$ cat src/cfq_pkg.sv
// Purpose: Constants for the flash query and secured-region host controller
// Assumes: 16-bit parallel flash bus, clocked at 250 MHz
// Notes: Query table bounds and command codes used by the controller
package cfq_pkg;
	localparam int CLK_MHZ = 250; // System clock rate
	localparam int ADDR_W = 20; // Word address width
	localparam int DATA_W = 16; // Data bus width
	// Bus cycle times, in ns and in system clocks
	localparam int T_CYCLE_NS = 70; // Least access or write pulse time
	localparam int CYC_BUS = (T_CYCLE_NS * CLK_MHZ + 999) / 1000; // Rounded up
	localparam logic [4:0] CYC_BUS_W = 5'(CYC_BUS); // Write strobe threshold for the phase timer
	localparam logic [5:0] CYC_PHASE = 6'(2 * CYC_BUS); // Whole phase, strobe low then high
	// Command codes and addresses
	localparam logic [7:0] CMD_QUERY = 8'h98; // Enter query
	localparam logic [7:0] CMD_RESET = 8'hF0; // Reset to array read
	localparam logic [7:0] CMD_UNLK1 = 8'hAA; // First unlock data
	localparam logic [7:0] CMD_UNLK2 = 8'h55; // Second unlock data
	localparam logic [7:0] CMD_SEC_ENTER = 8'h88; // Enter secured region
	localparam logic [7:0] CMD_SEC_EXIT = 8'h90; // Exit secured region, first byte
	localparam logic [7:0] CMD_SEC_EXIT2 = 8'h00; // Exit secured region, last byte
	localparam logic [7:0] CMD_PROT = 8'h60; // Protect algorithm cycle
	localparam logic [ADDR_W-1:0] ADR_QUERY_W = 20'h00055; // Query address, word mode
	localparam logic [ADDR_W-1:0] ADR_QUERY_B = 20'h000AA; // Query address, byte mode
	localparam logic [ADDR_W-1:0] ADR_UNLK1 = 20'h00555; // First unlock address
	localparam logic [ADDR_W-1:0] ADR_UNLK2 = 20'h002AA; // Second unlock address
	localparam logic [ADDR_W-1:0] ADR_SEC_LOCK = 20'h00002; // Lock cycle address
	localparam logic [ADDR_W-1:0] ADR_ESN_LO = 20'h0F8000; // Serial number start
	localparam logic [ADDR_W-1:0] ADR_ESN_HI = 20'h0F8007; // Serial number end
	localparam logic [6:0] QRY_LO = 7'h10; // First query word address
	localparam logic [6:0] QRY_HI = 7'h3C; // Last query word address
	localparam logic [6:0] QRY_UPPER_MASK = 7'h00; // A7 and up must be zero
	typedef enum logic [2:0] {
		CFQ_OP_QUERY, CFQ_OP_READ, CFQ_OP_EXIT, CFQ_OP_SEC_ENTER, CFQ_OP_SEC_EXIT, CFQ_OP_LOCK, CFQ_OP_AUTO
	} cfq_op_type;
endpackage : cfq_pkg

$ cat src/cfq_rom.sv
// Purpose: Expected query table for checking what the flash returns
// Assumes: Word addresses 10h to 3Ch
// Notes: Data comes out of a register one cycle after the address
`timescale 1ns/1ns
module cfq_rom
	import cfq_pkg::*;
(
	input wire logic sys_clk, // System clock
	input wire logic nrst, // Async reset, active low
	input wire logic [6:0] addr, // Query word address
	output logic [15:0] data // Expected word, registered
);
	logic [15:0] val; // Table lookup result

	// Table of expected query words
	always_comb begin
		unique case (addr)
			7'h10: val = 16'h0051;
			7'h11: val = 16'h0052;
			7'h12: val = 16'h0059;
			7'h13: val = 16'h0002;
			7'h15: val = 16'h0040;
			7'h1B: val = 16'h0027;
			7'h1C: val = 16'h0036;
			7'h1F: val = 16'h0007;
			7'h21: val = 16'h000A;
			7'h23: val = 16'h0001;
			7'h25: val = 16'h0004;
			7'h27: val = 16'h0015;
			7'h28: val = 16'h0002;
			7'h2C: val = 16'h0004;
			7'h2F: val = 16'h0040;
			7'h31: val = 16'h0001;
			7'h33: val = 16'h0020;
			7'h37: val = 16'h0080;
			7'h39: val = 16'h001E;
			7'h3C: val = 16'h0001;
			default: val = 16'h0000; // and all other zero words
		endcase
	end

	// Register the read data
	always_ff @(posedge sys_clk or negedge nrst) begin
		if (!nrst) begin
			data <= 16'h0000;
		end else begin
			data <= val;
		end
	end
endmodule : cfq_rom

$ cat src/cfq_host.sv
// Purpose: Host controller driving flash query and secured-region locking
// Assumes: Flash pins driven straight from flops, one access at a time
// Notes: Each bus phase lasts a fixed number of system clocks
// Function
// - Query command 98h at 55h or AAh
// - Host zeroes A7 upward in word query
// - Only reset command leaves query mode
// - Unlocked secured region accepts all programming; the host has no program operation and issues no program cycles
// - Lock: enter region then protect algorithm
// - Region exit before array access: the host issues none, CFQ_OP_READ goes out with in_secure still set
`timescale 1ns/1ns
module cfq_host
	import cfq_pkg::*;
(
	input wire logic sys_clk, // System clock
	input wire logic nrst, // Async reset, active low
	input wire logic cmd_valid, // Request strobe
	output logic cmd_ready, // Idle, request taken
	input wire logic [2:0] cmd_op, // Operation code
	input wire logic [ADDR_W-1:0] cmd_addr, // Read address; a byte address in byte mode
	input wire logic byte_mode, // Flash in byte mode
	output logic rsp_valid, // One-cycle answer pulse
	output logic [15:0] rsp_data, // Read data
	output logic rsp_match, // Query word equals expected
	output logic in_query, // Query mode is active
	output logic in_secure, // Secured region entered
	output logic [ADDR_W-1:0] fl_addr, // Flash address
	output logic [15:0] fl_dq_o, // Flash data out
	output logic fl_dq_oe, // Flash data drive enable
	input wire logic [15:0] fl_dq_i, // Flash data in
	output logic fl_ce_n, // Chip enable, low
	output logic fl_oe_n, // Output enable, low
	output logic fl_we_n // Write enable, low
);
	typedef enum logic [1:0] {ST_IDLE, ST_WR, ST_RD, ST_DONE} cfq_st_type;
	cfq_st_type st_r, st_nxt; // Sequencer state
	logic [5:0] cnt_r; // Phase timer, wide enough for a whole phase
	logic [2:0] idx_r; // Cycle index within sequence
	logic [2:0] op_r; // Latched operation
	logic [ADDR_W-1:0] ra_r; // Latched read address
	logic byte_r; // Latched bus mode
	logic qry_r, sec_r; // Mode trackers
	logic [15:0] exp_data; // Expected query word
	logic [6:0] rom_a; // Query table index
	logic [2:0] nwr; // Write cycles for this op
	logic [ADDR_W-1:0] wa; // Write address of current cycle
	logic [7:0] wd; // Write data of current cycle
	logic timer_done; // Phase elapsed
	logic qry_word; // Read lies in the query table

	// Commands, one bus cycle per write index
	function automatic logic [27:0] seq_cycle(input logic [2:0] op, input logic [2:0] i, input logic bm);
		logic [19:0] a;
		logic [7:0] d;
		a = (i == 3'd1) ? ADR_UNLK2 : ADR_UNLK1;
		d = (i == 3'd0) ? CMD_UNLK1 : (i == 3'd1) ? CMD_UNLK2 : CMD_SEC_ENTER;
		unique case (op)
			CFQ_OP_QUERY: begin
				a = bm ? ADR_QUERY_B : ADR_QUERY_W;
				d = CMD_QUERY;
			end
			CFQ_OP_AUTO: d = (i == 3'd2) ? 8'h90 : d;
			CFQ_OP_EXIT: begin
				a = '0;
				d = CMD_RESET;
			end
			CFQ_OP_SEC_EXIT: begin
				d = (i == 3'd2) ? CMD_SEC_EXIT : (i == 3'd3) ? CMD_SEC_EXIT2 : d;
				a = (i == 3'd3) ? '0 : a;
			end
			CFQ_OP_LOCK: begin
				a = (i >= 3'd3) ? ADR_SEC_LOCK : a;
				d = (i >= 3'd3) ? CMD_PROT : d;
			end
			default: begin
			end
		endcase
		if (bm && op != CFQ_OP_QUERY && op != CFQ_OP_EXIT) a = {a[18:0], 1'b0};
		return {a, d};
	endfunction : seq_cycle

	// Write cycles in each operation's sequence
	function automatic logic [2:0] nwr_l(input logic [2:0] o);
		return (o == CFQ_OP_QUERY || o == CFQ_OP_EXIT) ? 3'd1 :
			(o == CFQ_OP_SEC_EXIT || o == CFQ_OP_LOCK) ? 3'd4 : 3'd3;
	endfunction : nwr_l

	// Length of the latched operation, so the sequencer runs every write
	assign nwr = nwr_l(op_r);
	assign {wa, wd} = seq_cycle(op_r, idx_r, byte_r);
	assign timer_done = (cnt_r == 6'd0);
	assign cmd_ready = (st_r == ST_IDLE);
	assign in_query = qry_r;
	assign in_secure = sec_r;
	// Byte mode reads sit at twice the word address
	assign rom_a = byte_r ? ra_r[7:1] : ra_r[6:0];
	assign qry_word = qry_r && (rom_a >= QRY_LO) && (rom_a <= QRY_HI);

	cfq_rom u_rom (
		.sys_clk(sys_clk),
		.nrst(nrst),
		.addr(rom_a),
		.data(exp_data)
	);

	// Next state of the access sequencer
	always_comb begin
		st_nxt = st_r;
		unique case (st_r)
			ST_IDLE: if (cmd_valid) st_nxt = (cmd_op == CFQ_OP_READ) ? ST_RD : ST_WR;
			ST_WR: if (timer_done && (idx_r + 3'd1 == nwr)) st_nxt = ST_DONE;
			ST_RD: if (timer_done) st_nxt = ST_DONE;
			ST_DONE: st_nxt = ST_IDLE;
		endcase
	end

	// State and timer
	always_ff @(posedge sys_clk or negedge nrst) begin
		if (!nrst) begin
			st_r <= ST_IDLE;
			cnt_r <= 6'd0;
		end else begin
			st_r <= st_nxt;
			cnt_r <= (st_r == ST_IDLE || timer_done) ? CYC_PHASE : cnt_r - 6'd1;
		end
	end

	// Latch the request; idx counts up through the writes
	always_ff @(posedge sys_clk or negedge nrst) begin
		if (!nrst) begin
			op_r <= CFQ_OP_READ;
			ra_r <= '0;
			byte_r <= 1'b0;
			idx_r <= 3'd0;
		end else if (cmd_ready && cmd_valid) begin
			op_r <= cmd_op;
			// Word query reads keep A7 and up at zero
			ra_r <= (qry_r && !byte_mode) ? {13'h0, cmd_addr[6:0]} : cmd_addr;
			byte_r <= byte_mode;
			idx_r <= 3'd0;
		end else if (st_r == ST_WR && timer_done) begin
			idx_r <= (idx_r + 3'd1 == nwr) ? 3'd0 : idx_r + 3'd1;
		end
	end

	// Mode tracking: query and secured region
	always_ff @(posedge sys_clk or negedge nrst) begin
		if (!nrst) begin
			qry_r <= 1'b0;
			sec_r <= 1'b0;
		end else if (st_r == ST_DONE) begin
			if (op_r == CFQ_OP_QUERY) qry_r <= 1'b1;
			if (op_r == CFQ_OP_EXIT) qry_r <= 1'b0;
			if (op_r == CFQ_OP_SEC_ENTER || op_r == CFQ_OP_LOCK) sec_r <= 1'b1;
			if (op_r == CFQ_OP_SEC_EXIT) sec_r <= 1'b0;
		end
	end

	// Flash pin drive: first half of a write phase asserts the write strobe
	always_ff @(posedge sys_clk or negedge nrst) begin
		if (!nrst) begin
			fl_addr <= '0;
			fl_dq_o <= 16'h0000;
			fl_dq_oe <= 1'b0;
			fl_ce_n <= 1'b1;
			fl_oe_n <= 1'b1;
			fl_we_n <= 1'b1;
		end else begin
			fl_ce_n <= !(st_nxt == ST_WR || st_nxt == ST_RD);
			fl_addr <= (st_r == ST_RD || st_nxt == ST_RD) ? ra_r : wa;
			fl_dq_o <= {8'h00, wd};
			fl_dq_oe <= (st_r == ST_WR);
			fl_we_n <= !(st_r == ST_WR && cnt_r > {1'b0, CYC_BUS_W});
			fl_oe_n <= !(st_r == ST_RD);
		end
	end

	// Capture read data and compare with the expected table
	always_ff @(posedge sys_clk or negedge nrst) begin
		if (!nrst) begin
			rsp_valid <= 1'b0;
			rsp_data <= 16'h0000;
			rsp_match <= 1'b0;
		end else begin
			rsp_valid <= (st_r == ST_DONE);
			if (st_r == ST_RD && timer_done) begin
				rsp_data <= byte_r ? {8'h00, fl_dq_i[7:0]} : fl_dq_i;
				// Serial words and locked region are read-only; only reads reach them
				rsp_match <= qry_word && ((byte_r ? {8'h00, fl_dq_i[7:0]} : fl_dq_i) == exp_data);
			end
		end
	end

	a_pins_idle: assert property (@(posedge sys_clk) disable iff (!nrst)
		(st_r == ST_IDLE) |=> fl_we_n && fl_oe_n) else $error("strobe active while idle");
	a_query_enter: assert property (@(posedge sys_clk) disable iff (!nrst)
		(st_r == ST_DONE && op_r == CFQ_OP_QUERY) |=> in_query) else $error("query mode not entered");
	a_query_exit: assert property (@(posedge sys_clk) disable iff (!nrst)
		(st_r == ST_DONE && op_r == CFQ_OP_EXIT) |=> !in_query) else $error("query mode not left");
	a_query_stay: assert property (@(posedge sys_clk) disable iff (!nrst)
		(in_query && st_r == ST_DONE && op_r == CFQ_OP_READ) |=> in_query) else $error("read left query mode");
	a_word_high: assert property (@(posedge sys_clk) disable iff (!nrst)
		(st_r == ST_RD && in_query && !byte_r) |-> ra_r[19:7] == 13'h0) else $error("upper bits set");
	a_sec_exit: assert property (@(posedge sys_clk) disable iff (!nrst)
		(st_r == ST_DONE && op_r == CFQ_OP_SEC_EXIT) |=> !in_secure) else $error("region not left");
	a_rsp_pulse: assert property (@(posedge sys_clk) disable iff (!nrst)
		rsp_valid |=> !rsp_valid) else $error("answer longer than one cycle");
	a_data_off: assert property (@(posedge sys_clk) disable iff (!nrst)
		!fl_we_n |-> fl_dq_oe) else $error("write without data drive");
endmodule : cfq_host

$ cat config.mk
export PLATFORM = sky130hd
export DESIGN_NAME = cfq_host
export DESIGN_NICKNAME = d
export VERILOG_FILES = /design/src/cfq_pkg.sv /design/src/cfq_rom.sv /design/src/cfq_host.sv
export SDC_FILE = /design/constraint.sdc
export NUM_CORES = 1
export LEC_CHECK = 0
export ABC_AREA = 1
export BUFFER_PORTS_ARGS = -buffer_cell sky130_fd_sc_hd__buf_2
export CAP_MARGIN = 5
export CORE_MARGIN = 4
export CORE_UTILIZATION = 55
export DETAILED_ROUTE_END_ITERATION = 8
export GPL_TIMING_DRIVEN = 1
export PLACE_DENSITY = 0.8
export SKIP_LAST_GASP = 1
export SLEW_MARGIN = 15
export SYNTH_ARGS = -nofsm -noshare
export SYNTH_HDL_FRONTEND = slang
export SYNTH_HIERARCHICAL = 1
export SYNTH_SLANG_ARGS = --single-unit
$ cat constraint.sdc
create_clock -name sys_clk -period 3.14 [get_ports sys_clk]
set_input_delay 0.314 -clock sys_clk [delete_from_list [all_inputs] [get_ports sys_clk]]
set_output_delay 0.314 -clock sys_clk [all_outputs]
set_load 0.05 [all_outputs]
==> impl_metrics.py <==
metrics = {
    "cts": {
        "cts_buffer_depth": 2,
        "cts_resized": 0,
        "post_cts_buffers": 0,
        "path_clk_slew_ns": 0.09,
        "cts_root_buffer": "clkbuf_8",
        "htree_levels": 3,
        "hold_buffers": 1,
        "cts_made_buffers": 9,
        "clock-sinks": 94,
        "cts_tree": "built",
        "worst_skew_pair.late_latency_ns": 0.35,
    },
    "placed_design": {
        "placed_area_um2": 5550,
        "io_buffer_count": 95,
        "globalplace.congestion": 0.945,
        "dp_hpwl_mm": 8.93,
    },
    "synth": {
        "synth_area_um2": 5070,
        "synth_flop_cell": "dfrtp_1",
        "async_flop_share_pct": 100,
        "synth_area_leaders": "dfrtp_1 44%, nand2_1 13%, inv_1 5.9%",
        "synth_seq_cells": 94,
        "yosysTopAreaCell": "dfrtp_1",
        "syn-mean-instance-area_um2": 8.06,
        "synth.distinct_cells": 42,
        "synth_edf_count": 0,
        "synth_top_area_share_pct": 44.4,
        "seq_area_frac_synth_pct": 46.5,
        "ys_warn_count": 6,
        "synthCells": 629,
    },
    "final_layout": {
        "n_fill_cell": 764,
        "multi_input_area_um2": 2200,
        "nNetsFinal": 780,
        "layout-drive-gt1-share_pct": 23.5,
        "synthToLayoutAreaGrowth_pct": 13.6,
        "design_area_um2": 5760,
        "ff_latch_area_um2": 2360,
        "diodes": 0,
    },
    "timing": {
        "fmax_mhz": 390,
        "hold_viol": 0,
        "setup_viol": 0,
        "fin_setup_tns_ns": 0,
        "worst_hold_slack_ns": 0.154,
        "fin_crit_sh_pct": 81.6,
        "rsz0062_at_grt": "no",
        "drv_slew": 0,
        "period_minus_slack_ns": 2.56,
        "skew_ns": 0.0128,
        "tightest_slew_ns": 0.774,
        "slew_headroom_pct": 47.8,
    },
    "min_path": {
        "holdPathStages": 3,
        "hold_class": "in2reg",
    },
    "die": {
        "die_h_um": 104,
        "io_pins": 104,
        "dieArea_um2": 10800,
        "rows": 34,
        "initial_core_util_pct": 57.3,
        "core_um2": 8850,
        "die_w_um": 104,
    },
    "pwr": {
        "p_switching_uw": 2670,
        "combPwrFrac_pct": 51.9,
        "pwr-share-seq_pct": 33.4,
        "leakagePower_uw": 0.00314,
        "powerDensity_nw_per_um2": 939,
        "pwr-share-clk_pct": 14.7,
        "ir_worst_vdd_v": 0.000382,
        "internal-power_uw": 2740,
        "p_sw_share_pct": 49.4,
    },
    "routing": {
        "firstDrtPassIters": 6,
        "vias_per_cell": 5.14,
        "num_vias": 4299,
        "drt-wirelength-per-cell_um": 13.6,
        "routed_wl_mm": 11.4,
        "drt_iter0_drc": 408,
        "ant_nets": 0,
        "drc": 0,
    },
    "grt": {
        "grt_first_pass_wirelength_mm": 19.4,
        "grt_start_max_net_pins": 38,
        "antenna_found_initial": 0,
        "grtUsageTotal_pct": 21.8,
        "grt_pass1_vias": 4154,
        "grt-ovfl-total": 0,
    },
    "critical_path": {
        "reg2reg_depth": 11,
        "critPathRequiredTime_ns": 3.37,
        "crit_fanout": 17,
        "start_kind": "register",
        "crit_arrival_ns": 2.79,
        "end_kind": "register",
        "crit_type": "reg2reg",
    },
    "flow_run": {
        "drv_cap": 0,
    },
    "run_status": {
        "outcome": "complete, no violations",
    },
}
[critical path: stages, from the launching register on]
cell	delay, ns
dfrtp_1	0.41
inv_1	0.11
ha_1	0.19
nor3b_4	0.32
nand4_1	0.25
o21ai_0	0.34
ha_1	0.31
nor2_8	0.11
inv_2	0.15
nor2_4	0.06
nand2_2	0.10
nand3_1	0.09
[cells in the final DEF (no fill, tap or decap), types with 6 or more instances in the layout]
cell / netlist / layout
conb_1: 2 / 16
o21ai_1: 16 / 16
nor2_1: 42 / 42
inv_2: 11 / 11
o21ai_0: 36 / 36
nand3_2: 8 / 8
inv_1: 79 / 79
nand2_1: 178 / 178
ha_1: 13 / 13
buf_2: 5 / 94
nand2_2: 10 / 10
nand4_1: 11 / 11
clkbuf_8: 0 / 9
nand3_1: 45 / 45
dfrtp_1: 90 / 90
nand3b_1: 6 / 6
a21oi_1: 7 / 7
[registers in the layout, indices dropped and copies added (netlist names), 2 cells and up]
signal,count
fl_addr,20
cnt_r,6
fl_dq_o,7
op_r,3
ra_r,20
u_rom/data,8
st_r,2
idx_r,3
rsp_data,16
[cells in the mapped netlist (2+ instances only)]
master and n:
nand2_4 3, inv_1 79, dfstp_2 4, nand4_1 11, a21oi_1 7, dfrtp_1 90
a21oi_2 2, nand2_1 178, buf_2 5, o21ai_0 36, nor2_4 5, o211ai_1 2
nor3_1 5, buf_6 3, nand2_2 10, buf_4 19, nor2_1 42, nor2_8 2
conb_1 2, inv_2 11, xnor2_1 3, o21ai_1 16, o22ai_1 2, nand3_1 45
nor2_2 5, xor2_1 2, nand3b_1 6, nand3_2 8, ha_1 13
[cell type report]
class	instances	area share, %
inverter	92	6.06
sequential	94	40.9
clock inverter	6	1.22
tap	108	2.35
multi-input combinational	427	38.2
timing repair buffer	100	9.00
clock buffer	10	2.22
[path summary, 6_finish.rpt]
check / from / end / slack, ns
max: cnt_r[0] / fl_addr[2] / 0.58
min: cmd_addr[3] / ra_r[3] / 0.15
max reg2reg: cnt_r[0] / fl_addr[2] / 0.58
min reg2reg: cnt_r[0] / cnt_r[0] / 0.48
max in group asynchronous: nrst / op_r[0] / 1.92
min in group asynchronous: nrst / fl_dq_oe / 0.44
[power by group through the flow]
stage | Clock, µW | Sequential (µW) | Combinational [µW]
detailed placement | 0 | 1830 | 2790
global route | 876 | 1850 | 3120
CTS | 808 | 1810 | 2800
finish | 795 | 1810 | 2800
floorplan | 0 | 2270 | 1720
global placement | 0 | 1820 | 2700
[metrics by stage]
stage               cells  setup WS (ns)  util, %  total power (µW)
floorplan             643          0.870        -              3990
global placement      820          0.773     62.7              4520
detailed placement    820          0.630     62.7              4620
CTS                   837          0.626     65.1              5420
global route          837          0.353     65.1              5840
finish                837          0.577     65.1              5410
[routing by layer]
metal	global-route usage [%]	share of wire, %
met3	5.21	8.9
met2	34.7	46
met1	30.0	44
met5	0	0
met4	5.79	0.99
[cell families (layout without fill, tap and decap cells)]
| logic type | Yosys count | count (layout) | share of synthesized area, % |
|---|---|---|---|
| AO/OA/AOI/OAI | 68 | 68 | 7.19 |
| other | 2 | 16 | 0.148 |
| flip-flops | 94 | 94 | 46.5 |
| adder cells (fa/ha/maj) | 13 | 13 | 3.21 |
| AND/OR/NAND/NOR | 325 | 325 | 31.0 |
| buffers and inverters | 122 | 208 | 11.1 |
| XOR/XNOR | 5 | 5 | 0.864 |
(Power assumes the default switching activity.)
